==> config.mk <==
export PLATFORM = sky130hd
export DESIGN_NAME = fcp_ctrl
export DESIGN_NICKNAME = d
export VERILOG_FILES = /design/src/fcp_sector_map.v /design/src/fcp_ctrl.v
export VERILOG_INCLUDE_DIRS = /design/src
export SDC_FILE = /design/constraint.sdc
export NUM_CORES = 1
export LEC_CHECK = 0
export BUFFER_PORTS_ARGS = -buffer_cell sky130_fd_sc_hd__buf_2
export CORE_MARGIN = 2
export CORE_UTILIZATION = 46
export DETAILED_ROUTE_END_ITERATION = 16
export PLACE_DENSITY = 0.76
export SETUP_SLACK_MARGIN = 0.1
export SLEW_MARGIN = 20
export SYNTH_ARGS = -nofsm -noshare
export SYNTH_HDL_FRONTEND = slang
export SYNTH_SLANG_ARGS = --single-unit
==> constraint.sdc <==
create_clock -name mclk -period 3.3 [get_ports mclk]
set_input_delay 0.165 -clock mclk [delete_from_list [all_inputs] [get_ports mclk]]
set_output_delay 0.165 -clock mclk [all_outputs]
set_load 0.005 [all_outputs]
==> src/fcp_consts.vh <==
/*
  Constants of the flash command and protect controller.
  Assumes inclusion by bare name from the design files.
*/
`ifndef FCP_CONSTS_VH
`define FCP_CONSTS_VH
`define FCP_ADDR_COMMAND   12'hFF8
`define FCP_ADDR_PAGE      12'hFF9
`define FCP_CMD_RESET      8'h00
`define FCP_CMD_UNLOCK1    8'h73
`define FCP_CMD_UNLOCK2    8'h8C
`define FCP_CMD_PAGE_ERASE 8'h95
`define FCP_CMD_MASS_ERASE 8'h63
`define FCP_CMD_LOCK_SEL   8'h5E
`define FCP_ST_LOCKED      6'h00
`define FCP_ST_FIRST       6'h01
`define FCP_ST_SECOND      6'h02
`define FCP_ST_UNLOCKED    6'h03
`define FCP_ST_LOCK_SEL    6'h04
`define FCP_ST_PROGRAM     6'h08
`define FCP_ST_ERASE       6'h10
`define FCP_PAGE_RESET     8'h00
`define FCP_LOCK_RESET     8'h00
`define FCP_PAGE_MSB       6
`define FCP_INFO_BIT       7
`define FCP_ERASED_BYTE    8'hFF
`define FCP_INFO_BASE      16'hFE00
`endif

==> src/fcp_sector_map.v <==
/*
  Maps a page number onto its sector lock bit and tells whether it is locked.
  Assumes the sector size is fixed when the design is built.
*/
`timescale 1ns/10ps
`default_nettype none
module fcp_sector_map
#(
  parameter PAGES_PER_SECTOR_LOG2 = 4
)
(
  input  wire [6:0] page,
  input  wire [7:0] sector_lockout,
  output wire       locked
);
  wire [6:0] sector_full;
  assign sector_full = page >> PAGES_PER_SECTOR_LOG2;
  // The sector range per bit is a build-time choice.
  assign locked = (sector_full > 7'h07) ? 1'b0 : sector_lockout[sector_full[2:0]];
endmodule
`default_nettype wire

==> src/fcp_ctrl.v <==
/*
  Command decoder, status, page select and sector lockout of the flash controller.
  Assumes single-cycle register file strobes and a flash array that reports done.
*/
`timescale 1ns/10ps
`default_nettype none
`include "fcp_consts.vh"
// Functional notes
// Bypass mode hands raw flash control signals to the general-purpose pins.
// Debugger access disregards the write-protect option.
// Debugger access ignores sector lockout for program and erase.
// Debugger byte programs are accepted at any address.
// Debugger may write lockout bits to one or zero.
// Debugger unlocks without rewriting the page after two codes.
// Debugger page writes while unlocked update the page.
// Mass erase works only under debugger access.
// Command is write-only, status read-only, at one address.
// Two unlock codes in order advance the unlock state.
// Page erase code while unlocked erases the selected page.
// Lockout select code redirects the shared address to lockout.
// Unknown or out-of-order codes return to locked.
// Status is always readable and encodes the unlock states.
// Program reads 00_1xxx, erase 01_0xxx, top two bits zero.
// A page is 512 bytes, erased to all ones.
// Page field supplies flash address bits 15 to 9.
// Info enable maps info area at FE00H to FFFFH.
// Page register hidden while lockout is selected.
// Lockout reachable only after its select code.
// User writes to lockout only set bits; reads return them.
// Locked sectors reject user program and erase; clear at reset.
// User code resets, writes page, two codes, rewrites page.
// User unlocked programming only inside the unlocked page.
// Page erase completion relocks; the processor stalls meanwhile.
// Sector to page range mapping is a build-time parameter.
module fcp_ctrl
#(
  parameter PAGES_PER_SECTOR_LOG2 = 4
)
(
  input  wire        mclk,
  input  wire        rst_b,
  input  wire [11:0] reg_addr,
  input  wire [7:0]  reg_wdata,
  input  wire        reg_wr,
  input  wire        reg_rd,
  output reg  [7:0]  reg_rdata,
  input  wire        debug_access,
  input  wire        write_protect_opt,
  input  wire        bypass_mode,
  input  wire [15:0] mem_addr,
  input  wire [7:0]  mem_wdata,
  input  wire        mem_wr,
  output reg         flash_program,
  output reg         flash_page_erase,
  output reg         flash_mass_erase,
  output reg  [15:0] flash_addr,
  output reg  [7:0]  flash_wdata,
  output wire [7:0]  flash_erase_value,
  output wire        flash_info_sel,
  input  wire        flash_done,
  output wire        cpu_stall,
  input  wire        gpio_prog_in,
  input  wire        gpio_erase_in,
  input  wire [15:0] gpio_addr_in,
  input  wire [7:0]  gpio_data_in,
  output wire        raw_program,
  output wire        raw_erase,
  output wire [15:0] raw_addr,
  output wire [7:0]  raw_wdata
);
  localparam S_LOCKED   = 3'd0;
  localparam S_FIRST    = 3'd1;
  localparam S_SECOND   = 3'd2;
  localparam S_UNLOCKED = 3'd3;
  localparam S_LOCK_SEL = 3'd4;
  localparam S_PROGRAM  = 3'd5;
  localparam S_ERASE    = 3'd6;
  localparam S_PAGEWAIT = 3'd7;

  reg        rst_s1;
  reg        rst_s2;
  reg        dbg_s1;
  reg        dbg_s2;
  reg        wp_s1;
  reg        wp_s2;
  reg        byp_s1;
  reg        byp_s2;
  reg        gp_prog_s1;
  reg        gp_prog_s2;
  reg        gp_erase_s1;
  reg        gp_erase_s2;
  reg [15:0] gp_addr_s1;
  reg [15:0] gp_addr_s2;
  reg [7:0]  gp_data_s1;
  reg [7:0]  gp_data_s2;
  reg [2:0]  state;
  reg [2:0]  next_state;
  reg [7:0]  page_selection;
  reg [7:0]  sector_lockout;
  reg        erase_is_mass;
  wire       wr_cmd;
  wire       wr_page;
  wire       page_locked;
  wire       addr_locked;
  wire       user_block;
  wire       in_page;
  wire       busy;

  always @(posedge mclk or negedge rst_b)
  begin
    if (!rst_b)
    begin
      rst_s1 <= 1'b0;
      rst_s2 <= 1'b0;
    end
    else
    begin
      rst_s1 <= 1'b1;
      rst_s2 <= rst_s1;
    end
  end

  always @(posedge mclk or negedge rst_s2)
  begin
    if (!rst_s2)
    begin
      dbg_s1      <= 1'b0;
      dbg_s2      <= 1'b0;
      wp_s1       <= 1'b0;
      wp_s2       <= 1'b0;
      byp_s1      <= 1'b0;
      byp_s2      <= 1'b0;
      gp_prog_s1  <= 1'b0;
      gp_prog_s2  <= 1'b0;
      gp_erase_s1 <= 1'b0;
      gp_erase_s2 <= 1'b0;
      gp_addr_s1  <= 16'h0000;
      gp_addr_s2  <= 16'h0000;
      gp_data_s1  <= 8'h00;
      gp_data_s2  <= 8'h00;
    end
    else
    begin
      dbg_s1      <= debug_access;
      dbg_s2      <= dbg_s1;
      wp_s1       <= write_protect_opt;
      wp_s2       <= wp_s1;
      byp_s1      <= bypass_mode;
      byp_s2      <= byp_s1;
      gp_prog_s1  <= gpio_prog_in;
      gp_prog_s2  <= gp_prog_s1;
      gp_erase_s1 <= gpio_erase_in;
      gp_erase_s2 <= gp_erase_s1;
      gp_addr_s1  <= gpio_addr_in;
      gp_addr_s2  <= gp_addr_s1;
      gp_data_s1  <= gpio_data_in;
      gp_data_s2  <= gp_data_s1;
    end
  end

  assign wr_cmd  = reg_wr && (reg_addr == `FCP_ADDR_COMMAND);
  assign wr_page = reg_wr && (reg_addr == `FCP_ADDR_PAGE);

  fcp_sector_map #(.PAGES_PER_SECTOR_LOG2(PAGES_PER_SECTOR_LOG2)) u_page_map
  (
    .page           (page_selection[`FCP_PAGE_MSB:0]),
    .sector_lockout (sector_lockout),
    .locked         (page_locked)
  );

  fcp_sector_map #(.PAGES_PER_SECTOR_LOG2(PAGES_PER_SECTOR_LOG2)) u_addr_map
  (
    .page           (mem_addr[15:9]),
    .sector_lockout (sector_lockout),
    .locked         (addr_locked)
  );

  // User code is blocked by the option bit; the debugger is not.
  assign user_block = !dbg_s2 && wp_s2;
  assign in_page    = (mem_addr[15:9] == page_selection[`FCP_PAGE_MSB:0]);
  assign busy       = (state == S_PROGRAM) || (state == S_ERASE);
  assign cpu_stall  = busy && !byp_s2;

  always @*
  begin
    next_state = state;
    case (state)
      S_LOCKED:
        if (wr_cmd)
          next_state = (reg_wdata == `FCP_CMD_UNLOCK1) ? S_FIRST :
                       (reg_wdata == `FCP_CMD_LOCK_SEL) ? S_LOCK_SEL : S_LOCKED;
      S_FIRST:
        if (wr_cmd)
          next_state = (reg_wdata == `FCP_CMD_UNLOCK2) ?
                       (dbg_s2 ? S_UNLOCKED : S_PAGEWAIT) : S_LOCKED;
        else if (wr_page)
          next_state = S_LOCKED;
      S_PAGEWAIT:
        if (wr_cmd)
          next_state = S_LOCKED;
        else if (wr_page)
          next_state = (reg_wdata == page_selection) ? S_UNLOCKED : S_LOCKED;
      S_SECOND:
        next_state = S_LOCKED;
      S_UNLOCKED:
        if (wr_cmd)
        begin
          if (reg_wdata == `FCP_CMD_PAGE_ERASE && !user_block && (dbg_s2 || !page_locked))
            next_state = S_ERASE;
          else if (reg_wdata == `FCP_CMD_MASS_ERASE && dbg_s2)
            next_state = S_ERASE;
          else if (reg_wdata == `FCP_CMD_LOCK_SEL)
            next_state = S_LOCK_SEL;
          else
            next_state = S_LOCKED;
        end
        else if (wr_page && !dbg_s2)
          next_state = S_LOCKED;
        else if (mem_wr && !user_block && (dbg_s2 || (in_page && !addr_locked)))
          next_state = S_PROGRAM;
      S_LOCK_SEL:
        if (wr_cmd)
          next_state = (reg_wdata == `FCP_CMD_LOCK_SEL) ? S_LOCK_SEL : S_LOCKED;
      S_PROGRAM:
        if (flash_done)
          next_state = S_UNLOCKED;
      S_ERASE:
        if (flash_done)
          next_state = S_LOCKED;
      default:
        next_state = S_LOCKED;
    endcase
    if (byp_s2)
      next_state = S_LOCKED;
  end

  always @(posedge mclk or negedge rst_s2)
  begin
    if (!rst_s2)
    begin
      state            <= S_LOCKED;
      page_selection   <= `FCP_PAGE_RESET;
      sector_lockout   <= `FCP_LOCK_RESET;
      erase_is_mass    <= 1'b0;
      flash_program    <= 1'b0;
      flash_page_erase <= 1'b0;
      flash_mass_erase <= 1'b0;
      flash_addr       <= 16'h0000;
      flash_wdata      <= 8'h00;
      reg_rdata        <= 8'h00;
    end
    else
    begin
      state            <= next_state;
      flash_program    <= 1'b0;
      flash_page_erase <= 1'b0;
      flash_mass_erase <= 1'b0;
      if (wr_page && state == S_LOCK_SEL)
        sector_lockout <= dbg_s2 ? reg_wdata : (sector_lockout | reg_wdata);
      else if (wr_page && !busy && (state != S_UNLOCKED || dbg_s2))
        page_selection <= reg_wdata;
      if (state == S_UNLOCKED && next_state == S_PROGRAM)
      begin
        flash_program <= 1'b1;
        flash_addr    <= mem_addr;
        flash_wdata   <= mem_wdata;
      end
      if (state == S_UNLOCKED && next_state == S_ERASE)
      begin
        erase_is_mass    <= (reg_wdata == `FCP_CMD_MASS_ERASE);
        flash_mass_erase <= (reg_wdata == `FCP_CMD_MASS_ERASE);
        flash_page_erase <= (reg_wdata != `FCP_CMD_MASS_ERASE);
        flash_addr       <= {page_selection[`FCP_PAGE_MSB:0], 9'h000};
      end
      if (reg_rd && reg_addr == `FCP_ADDR_COMMAND)
        reg_rdata <= {2'b00, status_code(state)};
      else if (reg_rd && reg_addr == `FCP_ADDR_PAGE)
        reg_rdata <= (state == S_LOCK_SEL) ? sector_lockout : page_selection;
    end
  end

  function [5:0] status_code;
    input [2:0] st;
    begin
      case (st)
        S_LOCKED:   status_code = `FCP_ST_LOCKED;
        S_FIRST:    status_code = `FCP_ST_FIRST;
        S_PAGEWAIT: status_code = `FCP_ST_SECOND;
        S_SECOND:   status_code = `FCP_ST_SECOND;
        S_UNLOCKED: status_code = `FCP_ST_UNLOCKED;
        S_LOCK_SEL: status_code = `FCP_ST_LOCK_SEL;
        S_PROGRAM:  status_code = `FCP_ST_PROGRAM;
        S_ERASE:    status_code = `FCP_ST_ERASE;
        default:    status_code = `FCP_ST_LOCKED;
      endcase
    end
  endfunction

  assign flash_erase_value = `FCP_ERASED_BYTE;
  // Info area overlays FE00H and up when enabled.
  assign flash_info_sel = page_selection[`FCP_INFO_BIT] && (flash_addr >= `FCP_INFO_BASE);
  assign raw_program = byp_s2 & gp_prog_s2;
  assign raw_erase   = byp_s2 & gp_erase_s2;
  assign raw_addr    = byp_s2 ? gp_addr_s2 : 16'h0000;
  assign raw_wdata   = byp_s2 ? gp_data_s2 : 8'h00;
endmodule
`default_nettype wire

==> results.json <==
{
  "outcome": "completed",
  "seq_area_mm2": 0.00286,
  "drive_above_1_share": 0.316,
  "drc": 0,
  "fin_worst_skew_ns": 0.0106,
  "seqPwrFrac": 0.424,
  "wirelength_um": 13800,
  "syn_inst": 423,
  "cp_max_fo": 9,
  "cts_root_buffer": "clkbuf_8",
  "rr_startpoint": "page_selection[6]$_DFFE_PN0P_",
  "power_switching_uw": 781,
  "tns_ns": 0,
  "die_area_mm2": 0.0116,
  "fin_crit_ns": 2.81,
  "whs_ns": 0.0681,
  "start_util": 0.476,
  "antenna_found_initial": 0,
  "setup_viol": 0,
  "multi_input_area_mm2": 0.00189,
  "num_antenna_cells": 0,
  "rr_worst_depth": 7,
  "hold_depth": 3,
  "netSwitchingFraction": 0.226,
  "clk_pin_slew_ns": 0.06,
  "async_flop_share": 1.00,
  "combPwrFrac": 0.060,
  "leakage_uw": 0.00336,
  "cts_tree": "built",
  "ir_drop_mv": 0.436,
  "coreArea_mm2": 0.0104,
  "vias_per_cell": 5.35,
  "timing.fmax_mhz": 356,
  "dr.pass1.iters": 5,
  "fillerInstances": 763,
  "gp_congestion": 0.977,
  "hold_start": "mem_addr[9]",
  "synth_cell_types": 62,
  "htreeDepth": 4,
  "synth-seq-area-share": 0.578,
  "critPathKind": "in2reg",
  "cts_buffer_depth": 2,
  "nets": 705,
  "synth-seq-cells": 114,
  "p_per_area_mw_per_mm2": 501,
  "grt-ovfl-total": 0,
  "die_w_um": 108,
  "cts_setup_buffers": 0,
  "ant_nets": 0,
  "cp.arrival_ns": 3.18,
  "vias": 4145,
  "synthFlopType": "dfrtp_1",
  "finalPower_uw": 3450,
  "cap_violations": 0,
  "drtIter0Drc": 330,
  "synth.yosys.warnings": 0,
  "synth_edf_count": 0,
  "cp.required_ns": 3.67,
  "timing.final.crit_share": 0.852,
  "wl_per_cell_um": 17.8,
  "grt_pass1_wl_um": 21800,
  "dp_hpwl_um": 8770,
  "holdPathEnd": "flash_addr[9]$_DFFE_PN0P_",
  "setup.worst_path.end_class": "flip-flop",
  "syn_area_per_cell_um2": 11.7,
  "maxSlewViolCount": 0,
  "crit_start": "reg_wdata[1]",
  "worstSkewPairLatency_ns": 0.51,
  "hp-class": "in2reg",
  "p_int_uw": 2670,
  "grt_max_degree": 72,
  "hold_viol": 0,
  "io_pins": 150,
  "io_buffer_count": 141,
  "maxSlewHeadroom": 0.469,
  "p_clk_frac": 0.516,
  "worstMarginPinSlew_ns": 0.797,
  "grt_pass1_vias": 4251,
  "regToRegSetupSlack_ns": 0.51,
  "top_regs": "flash_addr x16, gp_addr_s1 x16, gp_addr_s2 x16",
  "syn_area_mm2": 0.00494,
  "startpoint_type": "input pin",
  "grt_usage": 0.250,
  "area_growth_pct": 39.3,
  "r2r-end": "flash_wdata[5]$_DFFE_PN0P_",
  "cts_buffers": 17,
  "cts.sink_count": 114,
  "die_h_um": 108,
  "rsz0062_at_grt": "no",
  "rows": 37
}
-- cells in the mapped netlist (2+ instances only) --
cell	instances	area, um^2
dfrtp_1	114	2850
nand2_1	45	169
and2_1	28	175
nor2_1	20	75.1
inv_1	13	48.8
a22o_1	12	105
clkbuf_1	12	45.0
nor3b_1	12	90.1
nand4_1	11	68.8
o21ai_0	11	55.1
a21oi_1	10	50.1
xnor2_1	9	78.8
buf_4	8	60.1
mux2_1	8	90.1
mux2_2	7	78.8
nor3_1	7	35.0
xor2_1	7	61.3
a211oi_1	6	45.0
and3_1	6	37.5
mux2i_1	5	50.1
nor4_1	5	31.3
buf_6	4	45.0
mux4_2	4	90.1
nand2b_1	4	25.0
o31ai_1	4	30.0
a31oi_1	3	18.8
nand4bb_1	3	33.8
nor2b_1	3	18.8
and4_1	2	17.5
buf_2	2	10.0
nand3_1	2	10.0
nand3b_1	2	15.0
o211ai_1	2	15.0
o22ai_1	2	12.5
or3_1	2	12.5
or4b_1	2	20.0
-- cell usage in the layout (no fill, tap or decap), types with 5 or more instances in the layout --
cell type,synthesis,final
dfrtp_1,114,113
a22o_1,12,12
dlygate4sd3_1,0,56
nand4_1,11,11
and3_1,6,6
xor2_1,7,7
mux2i_1,5,5
a211oi_1,6,6
nor2_1,20,20
clkbuf_16,0,16
buf_4,8,5
nor3b_1,12,12
mux2_1,8,8
buf_2,2,141
nor3_1,7,7
mux2_2,7,7
o21ai_0,11,11
and2_1,28,28
inv_1,13,13
conb_1,1,9
nor4_1,5,5
xnor2_1,9,9
nand2_1,45,45
a21oi_1,10,10
-- critical path, cell delays in order --
cell and delay (ns):
dlygate4sd3_1 0.54, buf_2 0.18, or4b_1 0.56, o31ai_1 0.22, o31ai_1 0.10, a211o_1 0.42, inv_2 0.14, and2_1 0.43
mux2_1 0.41
-- power groups by stage --
stage                     logic (uW)  clock network (uW)  registers, uW
after global placement           147                   0           1490
after floorplan                 59.3                   0           1490
after CTS                        203                1780           1460
final                            208                1780           1460
after global routing             226                1870           1470
after detailed placement         151                   0           1490
-- logic make-up (layout without fill, tap and decap cells) --
group,count (synthesis),count (layout),synth area share
compound gates,66,66,0.104
xor+xnor,16,16,0.0284
buf+inv,42,250,0.0456
flops,114,114,0.578
mux,24,24,0.0626
other cells,1,9,0.000759
simple gates,160,160,0.181
-- worst max path at each step --
stage                                            end  slack, ns  cells past startpoint
final                     flash_wdata[5]$_DFFE_PN0P_       0.49                      9
after global routing      flash_wdata[5]$_DFFE_PN0P_       0.42                      6
after detailed placement  flash_wdata[5]$_DFFE_PN0P_       0.55                      9
after floorplan           flash_wdata[0]$_DFFE_PN0P_       0.90                      9
after global placement    flash_wdata[4]$_DFFE_PN0P_       0.63                      9
after CTS                 flash_wdata[5]$_DFFE_PN0P_       0.58                      7
-- through the flow --
stage	utilization	std cells	setup slack [ns]	area, um^2
2_1_floorplan	-	431	0.900	4970
3_3_place_gp	0.554	687	0.631	5740
3_5_place_dp	0.554	687	0.552	5740
4_1_cts	0.664	775	0.575	6880
5_1_grt	0.664	775	0.418	6880
6_report	0.664	775	0.490	6880
-- routing by layer --
layer	vias to the layer above	global-route usage	wire length, um
met5	-	0	0
met3	30	0.0775	1080
met4	0	0.0879	323
met2	221	0.409	7020
li1	1887	-	-
met1	2007	0.315	5350
-- what timing repair did --
item | CTS | global route
hold buffers | 56 | 0
hold endpoints to repair | 59 | 0
gates resized for setup | 0 | 0
-- layout make-up --
| type | count | area share |
|---|---|---|
| Clock buffer | 21 | 0.0653 |
| Clock inverter | 11 | 0.0187 |
| Inverter | 15 | 0.00891 |
| Multi-Input combinational cell | 275 | 0.275 |
| Sequential cell | 114 | 0.415 |
| Tap cell | 136 | 0.0247 |
| Timing Repair Buffer | 203 | 0.192 |
Power figures use the tool's default switching activity.
